==> src/hw/bcm_pkg.sv <==
/*
 * shared constants and types for the boot and clock mode select block:
 * flash operation timing, memory map, register offsets and bit fields,
 * operation codes and state encodings.
 * assumes a single 100 MHz clock.
 */
package bcm_pkg;

    // ************************************************************
    // timing
    // ************************************************************
    localparam int CLK_MHZ = 100;
    localparam int US_PER_S = 1000000;
    localparam int PROG_TIME_US = 8;
    localparam int BLK_ERASE_TIME_S = 3;
    localparam int CHIP_ERASE_TIME_S = 15;
    localparam int PROG_CYCLES = PROG_TIME_US * CLK_MHZ;
    localparam int BLK_ERASE_CYCLES = BLK_ERASE_TIME_S * US_PER_S * CLK_MHZ;
    localparam int CHIP_ERASE_CYCLES = CHIP_ERASE_TIME_S * US_PER_S * CLK_MHZ;
    localparam int READ_CYCLES = 1;
    localparam int WAIT_W = 31;
    localparam logic [3:0] DIV_TWELVE = 4'hc;
    localparam logic [3:0] DIV_SIX = 4'h6;

    // ************************************************************
    // memory map and status byte values
    // ************************************************************
    localparam int FLASH_BYTES = 65536;
    localparam int BOOT_BYTES = 1024;
    localparam int BLOCK_SHIFT = 12;
    localparam logic [15:0] USER_START = 16'h0000;
    localparam logic [15:0] BOOT_BASE = 16'(FLASH_BYTES - BOOT_BYTES);
    localparam logic [7:0] STATUS_USER = 8'h00;
    localparam logic [7:0] STATUS_FACTORY = 8'hff;

    // ************************************************************
    // register map
    // ************************************************************
    localparam int APB_AW = 12;
    localparam logic [11:0] REG_CTRL = 12'h000;
    localparam logic [11:0] REG_STATUS = 12'h004;
    localparam logic [11:0] REG_ADDR = 12'h008;
    localparam logic [11:0] REG_DATA = 12'h00c;
    localparam logic [11:0] REG_CMD = 12'h010;
    localparam logic [11:0] REG_BAUD = 12'h014;
    localparam int CTRL_X2_BIT = 0;
    localparam logic CTRL_X2_RST = 1'b0;
    localparam int ST_BOOT_BIT = 0;
    localparam int ST_SIX_BIT = 1;
    localparam int ST_FUSE_BIT = 2;
    localparam int ST_BUSY_BIT = 3;
    localparam int ST_LOCK_BIT = 4;
    localparam int ST_EXT_BIT = 5;
    localparam int ST_BYTE_LSB = 8;

    // ************************************************************
    // baud measurement
    // ************************************************************
    localparam int BAUD_CNT_W = 20;
    localparam int BAUD_TICK_SHIFT = 4;

    // ************************************************************
    // types
    // ************************************************************
    typedef enum logic [2:0] {
        OP_NONE = 3'h0,
        OP_READ = 3'h1,
        OP_PROG = 3'h2,
        OP_ERASE_BLK = 3'h3,
        OP_ERASE_CHIP = 3'h4,
        OP_CLR_STATUS = 3'h5,
        OP_PROG_FUSE = 3'h6
    } bcm_op_type;

    typedef enum logic [1:0] {
        FL_IDLE = 2'b00,
        FL_BUSY = 2'b01,
        FL_DONE = 2'b11
    } bcm_fl_state_type;

    typedef enum logic [1:0] {
        BD_WAIT_IDLE = 2'b00,
        BD_WAIT_START = 2'b01,
        BD_MEASURE = 2'b11,
        BD_LOCKED = 2'b10
    } bcm_bd_state_type;

endpackage : bcm_pkg

==> src/hw/bcm_baud_detect.sv <==
/*
 * serial line front end for in-system programming: times the start bit
 * of the first character, converts it to a timer reload value, and echoes
 * the receive line back out.
 * assumes rxd is synchronous to pclk and idles high.
 */
`timescale 1ns/1ps
`default_nettype none

module bcm_baud_detect import bcm_pkg::*; (
    input wire logic pclk,
    input wire logic presetn,
    input wire logic enable,
    input wire logic rxd,
    output logic txd,
    output logic locked,
    output logic [15:0] reload
);

    bcm_bd_state_type state, next_state;
    logic [BAUD_CNT_W-1:0] cnt, next_cnt;
    logic [15:0] next_reload;
    logic next_txd;
    logic [BAUD_CNT_W-BAUD_TICK_SHIFT-1:0] cnt_ticks;

    assign cnt_ticks = cnt[BAUD_CNT_W-1:BAUD_TICK_SHIFT];

    // ************************************************************
    // measurement state machine
    // ************************************************************
    always_comb begin
        next_state = state;
        next_cnt = cnt;
        next_reload = reload;
        next_txd = enable ? rxd : 1'b1;
        if (!enable) begin
            next_state = BD_WAIT_IDLE;
        end else begin
            case (state)
                BD_WAIT_IDLE: begin
                    if (rxd) begin
                        next_state = BD_WAIT_START;
                    end
                end
                BD_WAIT_START: begin
                    next_cnt = '0;
                    if (!rxd) begin
                        // the edge that first sees the line low already counts as a low cycle
                        next_cnt = BAUD_CNT_W'(1);
                        next_state = BD_MEASURE;
                    end
                end
                BD_MEASURE: begin
                    // start bit timing
                    // the first character is a U, so bit 0 high ends the start bit
                    if (rxd) begin
                        next_reload = 16'h0000 - cnt_ticks;
                        next_state = BD_LOCKED;
                    end else if (cnt != '1) begin
                        next_cnt = cnt + 1'b1;
                    end
                end
                BD_LOCKED: begin
                    next_state = BD_LOCKED;
                end
                default: begin
                    next_state = BD_WAIT_IDLE;
                end
            endcase
        end
    end

    always_ff @(posedge pclk or negedge presetn) begin
        if (!presetn) begin
            state <= BD_WAIT_IDLE;
            cnt <= '0;
            reload <= 16'h0000;
            txd <= 1'b1;
            locked <= 1'b0;
        end else begin
            state <= next_state;
            cnt <= next_cnt;
            reload <= next_reload;
            txd <= next_txd;
            locked <= (next_state == BD_LOCKED);
        end
    end
endmodule : bcm_baud_detect

`default_nettype wire

==> src/hw/bcm_boot_clock_select.sv <==
/*
 * boot and clock mode select: at reset release picks user code or the boot
 * loader, resolves the core clock divider, sequences flash byte and erase
 * operations, and hosts serial baud detection, all behind an apb slave.
 * assumes the flash array applies the operations it is handed, keeps the
 * status byte and speed fuse, and that pins are synchronous to pclk.
 */
// The placing of the registers and the APB register port are this design's own decisions.
`timescale 1ns/1ps
`default_nettype none

// Contract
// - 64K flash in sixteen erasable 4K blocks
// - flash read and written one byte
// - core runs at osc/12 or osc/6
// - programmed speed fuse forces six-clock
// - erased fuse: doubler bit picks mode
// - chip erase leaves fuse erased, twelve-clock
// - zero status byte: start user code
// - nonzero status byte: start boot loader
// - status byte ships as all ones
// - only chip erase restores all ones
// - strap pins also force boot loader
// - boot routines live in 1K boot memory
// - byte 8us, block 3s, chip 15s
// - external access low fetches externally
// - programming runs over the serial port
// - baud from one bit's measured time
// - every received character is echoed; the code echoes only while the boot loader runs and holds txd high otherwise
module bcm_boot_clock_select import bcm_pkg::*; #(
    parameter int unsigned BLK_ERASE_WAIT = BLK_ERASE_CYCLES,
    parameter int unsigned CHIP_ERASE_WAIT = CHIP_ERASE_CYCLES
) (
    input wire logic pclk,
    input wire logic presetn,
    input wire logic psel,
    input wire logic penable,
    input wire logic pwrite,
    input wire logic [APB_AW-1:0] paddr,
    input wire logic [31:0] pwdata,
    output logic [31:0] prdata,
    output logic pready,
    output logic pslverr,
    input wire logic program_store_strobe_n,
    input wire logic external_access_select_n,
    input wire logic address_latch_strobe,
    input wire logic [7:0] nv_status_byte,
    input wire logic nv_speed_fuse,
    input wire logic [7:0] flash_rdata,
    output bcm_op_type flash_op,
    output logic [15:0] flash_addr,
    output logic [7:0] flash_wdata,
    input wire logic rxd,
    output logic txd,
    output logic config_valid,
    output logic run_boot,
    output logic [15:0] start_addr,
    output logic six_clk_mode,
    output logic core_clk_en,
    output logic ext_fetch
);

    logic next_config_valid, next_run_boot, next_six, next_ext_fetch, fuse_q, next_fuse;
    logic [15:0] next_start_addr;
    logic [7:0] status_q, next_status;
    logic strap_boot;
    logic [3:0] div_cnt, next_div_cnt, div_last;
    logic next_core_clk_en;
    bcm_fl_state_type fl_state, next_fl_state;
    bcm_op_type op_q, next_op, next_flash_op;
    logic [WAIT_W-1:0] wait_cnt, next_wait_cnt;
    logic ctrl_x2, next_x2;
    logic [15:0] addr_q, next_addr, next_flash_addr;
    logic [7:0] data_q, next_data, next_flash_wdata;
    logic wr_en;
    logic [2:0] cmd_code;
    logic [31:0] next_prdata;
    logic next_pready, next_pslverr;
    logic baud_locked;
    logic [15:0] baud_reload;

    // ************************************************************
    // reset time configuration
    // ************************************************************
    assign strap_boot = !program_store_strobe_n && external_access_select_n && address_latch_strobe;

    always_comb begin
        next_config_valid = 1'b1;
        next_run_boot = run_boot;
        next_start_addr = start_addr;
        next_fuse = fuse_q;
        next_status = status_q;
        if (!config_valid) begin
            next_fuse = nv_speed_fuse;
            next_status = nv_status_byte;
            next_run_boot = (nv_status_byte != STATUS_USER) || strap_boot;
            next_start_addr = next_run_boot ? BOOT_BASE : USER_START;
        end else if (fl_state == FL_DONE) begin
            if (op_q == OP_CLR_STATUS) begin
                next_status = STATUS_USER;
            end else if (op_q == OP_ERASE_CHIP) begin
                next_status = STATUS_FACTORY;
            end
        end
        next_six = fuse_q || ctrl_x2;
        next_ext_fetch = !external_access_select_n;
    end

    always_ff @(posedge pclk or negedge presetn) begin
        if (!presetn) begin
            config_valid <= 1'b0;
            run_boot <= 1'b0;
            start_addr <= USER_START;
            fuse_q <= 1'b0;
            status_q <= STATUS_USER;
            six_clk_mode <= 1'b0;
            ext_fetch <= 1'b0;
        end else begin
            config_valid <= next_config_valid;
            run_boot <= next_run_boot;
            start_addr <= next_start_addr;
            fuse_q <= next_fuse;
            status_q <= next_status;
            six_clk_mode <= next_six;
            ext_fetch <= next_ext_fetch;
        end
    end

    // ************************************************************
    // machine cycle divider
    // ************************************************************
    always_comb begin
        div_last = 4'((six_clk_mode ? DIV_SIX : DIV_TWELVE) - 4'h1);
        next_div_cnt = div_cnt;
        next_core_clk_en = 1'b0;
        if (config_valid) begin
            if (div_cnt >= div_last) begin
                next_div_cnt = 4'h0;
                next_core_clk_en = 1'b1;
            end else begin
                next_div_cnt = div_cnt + 4'h1;
            end
        end
    end

    always_ff @(posedge pclk or negedge presetn) begin
        if (!presetn) begin
            div_cnt <= 4'h0;
            core_clk_en <= 1'b0;
        end else begin
            div_cnt <= next_div_cnt;
            core_clk_en <= next_core_clk_en;
        end
    end

    // ************************************************************
    // flash operation sequencer and writable registers
    // ************************************************************
    assign wr_en = psel && penable && pwrite && pready;
    assign cmd_code = pwdata[2:0];

    always_comb begin
        next_x2 = ctrl_x2;
        next_addr = addr_q;
        next_data = data_q;
        next_fl_state = fl_state;
        next_op = op_q;
        next_wait_cnt = wait_cnt;
        next_flash_op = OP_NONE;
        next_flash_addr = flash_addr;
        next_flash_wdata = flash_wdata;
        if (wr_en) begin
            case (paddr)
                REG_CTRL: next_x2 = pwdata[CTRL_X2_BIT];
                REG_ADDR: next_addr = pwdata[15:0];
                REG_DATA: next_data = pwdata[7:0];
                default: ;
            endcase
        end
        case (fl_state)
            FL_IDLE: begin
                // a command written while busy is dropped
                if (wr_en && paddr == REG_CMD && config_valid && cmd_code != OP_NONE && cmd_code <= OP_PROG_FUSE) begin
                    next_op = bcm_op_type'(cmd_code);
                    next_flash_op = bcm_op_type'(cmd_code);
                    next_fl_state = FL_BUSY;
                    next_flash_addr = addr_q;
                    next_flash_wdata = data_q;
                    next_wait_cnt = WAIT_W'(PROG_CYCLES - 1);
                    case (bcm_op_type'(cmd_code))
                        OP_READ: next_wait_cnt = WAIT_W'(READ_CYCLES - 1);
                        OP_ERASE_BLK: begin
                            next_flash_addr = {addr_q[15:BLOCK_SHIFT], BLOCK_SHIFT'(0)};
                            next_wait_cnt = WAIT_W'(BLK_ERASE_WAIT - 1);
                        end
                        // chip erase restores the status byte to all ones; fuse_q keeps its value until reset
                        OP_ERASE_CHIP: begin
                            next_flash_addr = USER_START;
                            next_wait_cnt = WAIT_W'(CHIP_ERASE_WAIT - 1);
                        end
                        default: ;
                    endcase
                end
            end
            FL_BUSY: begin
                if (wait_cnt == '0) begin
                    next_fl_state = FL_DONE;
                end else begin
                    next_wait_cnt = wait_cnt - 1'b1;
                end
            end
            FL_DONE: begin
                next_fl_state = FL_IDLE;
                if (op_q == OP_READ) begin
                    next_data = flash_rdata;
                end
            end
            default: next_fl_state = FL_IDLE;
        endcase
    end

    always_ff @(posedge pclk or negedge presetn) begin
        if (!presetn) begin
            ctrl_x2 <= CTRL_X2_RST;
            addr_q <= 16'h0000;
            data_q <= 8'h00;
            fl_state <= FL_IDLE;
            op_q <= OP_NONE;
            wait_cnt <= '0;
            flash_op <= OP_NONE;
            flash_addr <= 16'h0000;
            flash_wdata <= 8'h00;
        end else begin
            ctrl_x2 <= next_x2;
            addr_q <= next_addr;
            data_q <= next_data;
            fl_state <= next_fl_state;
            op_q <= next_op;
            wait_cnt <= next_wait_cnt;
            flash_op <= next_flash_op;
            flash_addr <= next_flash_addr;
            flash_wdata <= next_flash_wdata;
        end
    end

    // ************************************************************
    // apb response, one wait-free access phase
    // ************************************************************
    always_comb begin
        next_pready = psel && !penable;
        next_pslverr = 1'b0;
        next_prdata = 32'h0000_0000;
        if (psel && !penable) begin
            case (paddr)
                REG_CTRL: next_prdata[CTRL_X2_BIT] = ctrl_x2;
                REG_STATUS: begin
                    next_prdata[ST_BOOT_BIT] = run_boot;
                    next_prdata[ST_SIX_BIT] = six_clk_mode;
                    next_prdata[ST_FUSE_BIT] = fuse_q;
                    next_prdata[ST_BUSY_BIT] = (fl_state != FL_IDLE);
                    next_prdata[ST_LOCK_BIT] = baud_locked;
                    next_prdata[ST_EXT_BIT] = ext_fetch;
                    next_prdata[ST_BYTE_LSB +: 8] = status_q;
                end
                REG_ADDR: next_prdata[15:0] = addr_q;
                REG_DATA: next_prdata[7:0] = data_q;
                REG_CMD: next_prdata[2:0] = op_q;
                REG_BAUD: next_prdata[15:0] = baud_reload;
                default: next_pslverr = 1'b1;
            endcase
        end
    end

    always_ff @(posedge pclk or negedge presetn) begin
        if (!presetn) begin
            pready <= 1'b0;
            pslverr <= 1'b0;
            prdata <= 32'h0000_0000;
        end else begin
            pready <= next_pready;
            pslverr <= next_pslverr;
            prdata <= next_prdata;
        end
    end

    // serial programming only in boot loader
    bcm_baud_detect u_baud (
        .pclk(pclk),
        .presetn(presetn),
        .enable(config_valid && run_boot),
        .rxd(rxd),
        .txd(txd),
        .locked(baud_locked),
        .reload(baud_reload)
    );

    // ************************************************************
    // checks
    // ************************************************************
    localparam int PROG_WAIT = PROG_CYCLES;
endmodule : bcm_boot_clock_select

`default_nettype wire

==> config.mk <==
export PLATFORM = sky130hd
export DESIGN_NAME = bcm_boot_clock_select
export DESIGN_NICKNAME = d
export VERILOG_FILES = /design/src/hw/bcm_pkg.sv /design/src/hw/bcm_baud_detect.sv /design/src/hw/bcm_boot_clock_select.sv
export SDC_FILE = /design/constraint.sdc
export NUM_CORES = 1
export LEC_CHECK = 0
export BUFFER_PORTS_ARGS = -buffer_cell sky130_fd_sc_hd__buf_4
export CAP_MARGIN = 0
export CORE_MARGIN = 2
export CORE_UTILIZATION = 45
export DETAILED_ROUTE_END_ITERATION = 16
export PLACE_DENSITY_LB_ADDON = 0.12
export SLEW_MARGIN = 20
export SYNTH_ARGS = -nofsm -noshare
export SYNTH_HDL_FRONTEND = slang
export SYNTH_SLANG_ARGS = --single-unit
==> constraint.sdc <==
create_clock -name pclk -period 7 [get_ports pclk]
set_clock_uncertainty 0.1 [all_clocks]
set_input_delay 0.7 -clock pclk [delete_from_list [all_inputs] [get_ports pclk]]
set_output_delay 0.7 -clock pclk [all_outputs]
set_load 0.01 [all_outputs]
==> results.env <==
OUTCOME='completed'
VERTICAL_DIE_DIMENSION_UM=141
STDCELL_AREA_UM2=9860
PWR-SHARE-SEQ_PCT=48.5
UNREPAIRED_SETUP_ENDPOINTS_AFTER_GLOBAL_ROUTING='false'
IO_PINS=153
SYNTH.CELL_AREA_UM2=8420
REQUIRED_WORST_ENDPOINT_NS=7.26
CTS_ROOT_BUFFER='clkbuf_16'
POWER.INTERNAL_mW=1.51
POSTROUTEANTENNANETS=0
CLKLATENCYLATEPIN_NS=0.43
DIE_W_UM=141
YOSYS.CELL_TYPES.COUNT=64
SYNTH_FLOP_CELL='dfrtp_1'
CTS_RESIZED=0
POSTSYNTH.ASYNCRESETSHARE_PCT=100
POST_DRT_WL_PER_CELL_UM=16.6
CELLPOWERDENSITY_nW_PER_UM2=209
WORST-SLEW-PIN-TRANSITION_NS=0.890
LAYOUT-DRIVE-GT1-SHARE_PCT=20.0
REG2REG_DEPTH=8
TIMING.CRITICAL_PATH.FROM_TYPE='primary input'
SLEW-LIMIT-HEADROOM_PCT=40.7
GRT_MAX_DEGREE=100
STANDARD_CELL_AREA_AFTER_DETAILED_PLACEMENT_UM2=9290
IR_DROP_mV=0.171
NUMBER_OF_BUFFERS_ADDED_TO_FIX_HOLD_VIOLATIONS_AFTER_CTS=0
CRITICAL_PATH.ENDPOINT_TYPE='register'
PLACEMENT.SETUP.WORST_SLACK_NS=3.85
P_COMB_SHARE_PCT=7.9
NETSWITCHINGPOWER_mW=0.547
WORST_SETUP_HOLD_PATH_CLK_SLEW_NS=0.07
LAYOUT-AREA-OVERHEAD-VS-SYNTH_PCT=17.1
CTS.PATH.MAX_BUFFERS=2
POWER.LEAKAGE_nW=4.54
SWITCHING_SHARE_PCT=26.5
PORT-BUFFER-COUNT=110
R2R_SETUP_SLACK_NS=4.36
TRACK_USAGE_PCT=21.4
AREA_OF_THE_CORE_REGION_UM2=18500
POSTCTSSETUPBUFFERS=0
BIGGEST_CELL_DELAY_ALONG_THE_CRITICAL_PATH_NS=0.56
CLKPWRFRAC_PCT=43.6
CAP_VIOL_MAX_COUNT=0
TOTAL_INSERTED_ANTENNA_CELLS=0
PLACEMENT_ROWS=50
HOLD_VIOLATIONS=0
CRITICAL-PATH-SLOWEST-CELL='or4_1'
GRT_PASS1_WL_UM=33800
PATH_CELLS='buf_4 > nor3b_1 > nand4_1 > o21ba_2 > a211o_1 > or4_1 > nand3_1'
SETUP_VIOL=0
H-TREE-DEPTH=4
GRT_PASS1_VIAS=6259
ROUTE.VIAS.TOTAL=6716
MAXSLEWVIOLCOUNT=0
CRIT_TYPE='primary input to register'
SYNTH_EDF_COUNT=0
DETAIL_ROUTE.DRC_VIOLATIONS=0
INITIAL_CORE_UTIL_PCT=45.5
HP-CLASS='primary input to async pin'
GPL.FINAL_WEIGHTED_CONGESTION=0.858
NUMCTSBUFFERS=17
FINAL.SETUP.WORST_SLACK_NS=4.29
FINALWORSTPATHREQUIREDPERIOD_NS=2.71
VIAS_PER_CELL=5.44
WORST_EP_ARRIVAL_TIME_NS=2.97
REG2REG_FROM='wait_cnt[0]$_DFFE_PN0P_'
GRT.OVERFLOW.TOTAL=0
TNS_NS=0
POSTSYNTHREGISTERBITS=164
CRIT_FANOUT=24
DETAILEDROUTE.FIRSTPASSITERATIONCOUNT=5
NNETSFINAL=1066
DP.FINAL_HPWL_UM=14400
CLKSINKCOUNT=164
GRT_ANTENNA_BEFORE_REPAIR=1
AREA_OF_THE_DIE_UM2=19800
SYNTH_AREA_PER_CELL_UM2=9.29
YOSYSSEQAREASHARE_PCT=48.8
SYN_WARNINGS=0
DRT-INITIAL-DRC-COUNT=376
CTS_TREE='yes'
SYNTH_CELLS=906
ROUTE.FINAL.WIRE_LENGTH_UM=20500
R2R_END='wait_cnt[29]$_DFFE_PN0P_'
MAXIMUM_FREQUENCY_FROM_STATIC_TIMING_ANALYSIS_MHz=369
PERIOD_SHARE_PCT=38.7
-- power groups by stage --
stage / clock (mW) / combinational [mW] / sequential (mW)
floorplan: 0 / 0.104 / 1.01
global placement: 0 / 0.162 / 1.02
detailed placement: 0 / 0.165 / 1.02
CTS: 0.916 / 0.165 / 1.00
global route: 0.955 / 0.186 / 1.00
finish: 0.898 / 0.163 / 1.00
-- metal layers --
metal | share of wire (%) | GRT usage [%] | vias up
met3 | 5.1 | 4.89 | 12
met4 | 0.70 | 4.89 | 2
li1 | - | - | 3285
met1 | 49 | 31.7 | 3248
met5 | 0.078 | 0 | -
met2 | 45 | 32.2 | 169
-- Yosys cell counts, types with 5 or more instances --
cell	instances	area share, %
clkbuf_1	43	1.9
nand2_1	128	5.7
inv_1	21	0.94
a21oi_1	52	3.1
xor2_1	11	1.1
nor4_1	14	1.0
o21ai_0	55	3.3
nand4_1	14	1.0
nor4b_1	5	0.52
a22o_1	6	0.62
nor2_1	91	4.1
nand3_1	38	2.3
o31ai_1	7	0.62
ha_1	8	1.2
a21o_1	13	1.2
or2_2	8	0.59
buf_4	33	2.9
nor3b_1	5	0.45
mux2i_1	29	3.4
xnor2_1	13	1.4
and2_1	7	0.52
mux2_2	24	3.2
or3_1	16	1.2
nor3_1	19	1.1
dfrtp_1	163	48
-- sequential cells by signal, summed over array words and instances (netlist names), 2 cells and up --
| name | count |
|---|---|
| addr_q | 16 |
| data_q | 8 |
| div_cnt | 4 |
| fl_state | 2 |
| flash_addr | 16 |
| flash_op | 3 |
| flash_wdata | 8 |
| op_q | 3 |
| prdata | 16 |
| status_q | 8 |
| u_baud.cnt | 20 |
| u_baud.reload | 16 |
| u_baud.state | 2 |
| wait_cnt | 31 |
-- cells by family after synthesis --
logic type / count (synthesis) / synth area share (%)
XOR/XNOR: 24 / 2.50
other: 2 / 0.0892
AO/OA/AOI/OAI: 179 / 13.2
flip-flops: 164 / 48.8
multiplexers: 53 / 6.66
AND/OR/NAND/NOR: 373 / 21.5
buffers and inverters: 103 / 6.12
adder cells (fa/ha/maj): 8 / 1.19
-- worst max-delay path, delay by kind of cell --
kind,cells,cell delay [ns]
AND/OR/NAND/NOR,4,1.23
AO/OA/AOI/OAI,2,0.75
buffers and inverters,1,0.29
-- cells in the final DEF (no fill, tap or decap), drive strengths merged, types with 4 or more instances in the layout --
| master | netlist | routed |
|---|---|---|
| xnor2 | 13 | 13 |
| or3 | 17 | 17 |
| mux2i | 29 | 29 |
| o22a | 4 | 4 |
| a22o | 6 | 6 |
| o32a | 4 | 4 |
| nor2 | 92 | 92 |
| nand4 | 14 | 14 |
| ha | 8 | 8 |
| buf | 39 | 120 |
| nor3b | 5 | 5 |
| dfrtp | 163 | 163 |
| nor4b | 6 | 6 |
| o21ai | 56 | 56 |
| inv | 21 | 29 |
| or4 | 4 | 4 |
| o41ai | 4 | 4 |
| mux2 | 24 | 24 |
| conb | 2 | 27 |
| or2 | 9 | 9 |
| nand3 | 38 | 38 |
| nor3 | 20 | 20 |
| clkinvlp | 0 | 4 |
| a21oi | 52 | 52 |
| nand2 | 129 | 129 |
| xor2 | 11 | 11 |
| clkbuf | 43 | 17 |
| a31oi | 4 | 4 |
| a21o | 13 | 13 |
| o31ai | 7 | 7 |
| and2 | 7 | 7 |
| nor4 | 16 | 16 |
| o211ai | 4 | 4 |
-- cell type report --
cell class / instances / area (µm²)
multi-input combinational: 664 / 3910
clock buffer: 17 / 425
clock inverter: 15 / 140
fill: 1721 / 8660
sequential: 164 / 4110
inverter: 21 / 78.8
tap: 234 / 293
timing repair buffer: 120 / 905
-- through the flow --
step           cells  power [mW]  hold WS [ns]  util (%)
2_1_floorplan    931        1.11         0.304         -
3_3_place_gp    1203        1.18         0.352      50.2
3_5_place_dp    1203        1.18         0.357      50.2
4_1_cts         1235        2.08         0.290      53.2
5_1_grt         1235        2.15         0.318      53.2
6_report        1235        2.06         0.244      53.2
-- worst max-delay path by stage --
stage / cells after the start / start / end / slack, ns
after CTS: 7 / paddr[1] / wait_cnt[19]$_DFFE_PN0P_ / 4.30
after detailed placement: 7 / paddr[1] / wait_cnt[19]$_DFFE_PN0P_ / 3.85
after global routing: 8 / wait_cnt[0]$_DFFE_PN0P_ / wait_cnt[29]$_DFFE_PN0P_ / 4.08
after global placement: 7 / paddr[1] / wait_cnt[19]$_DFFE_PN0P_ / 3.84
final: 7 / paddr[4] / wait_cnt[19]$_DFFE_PN0P_ / 4.29
after floorplan: 7 / paddr[1] / addr_q[10]$_DFFE_PN0P_ / 4.28
Power figures use the tool's default switching activity.
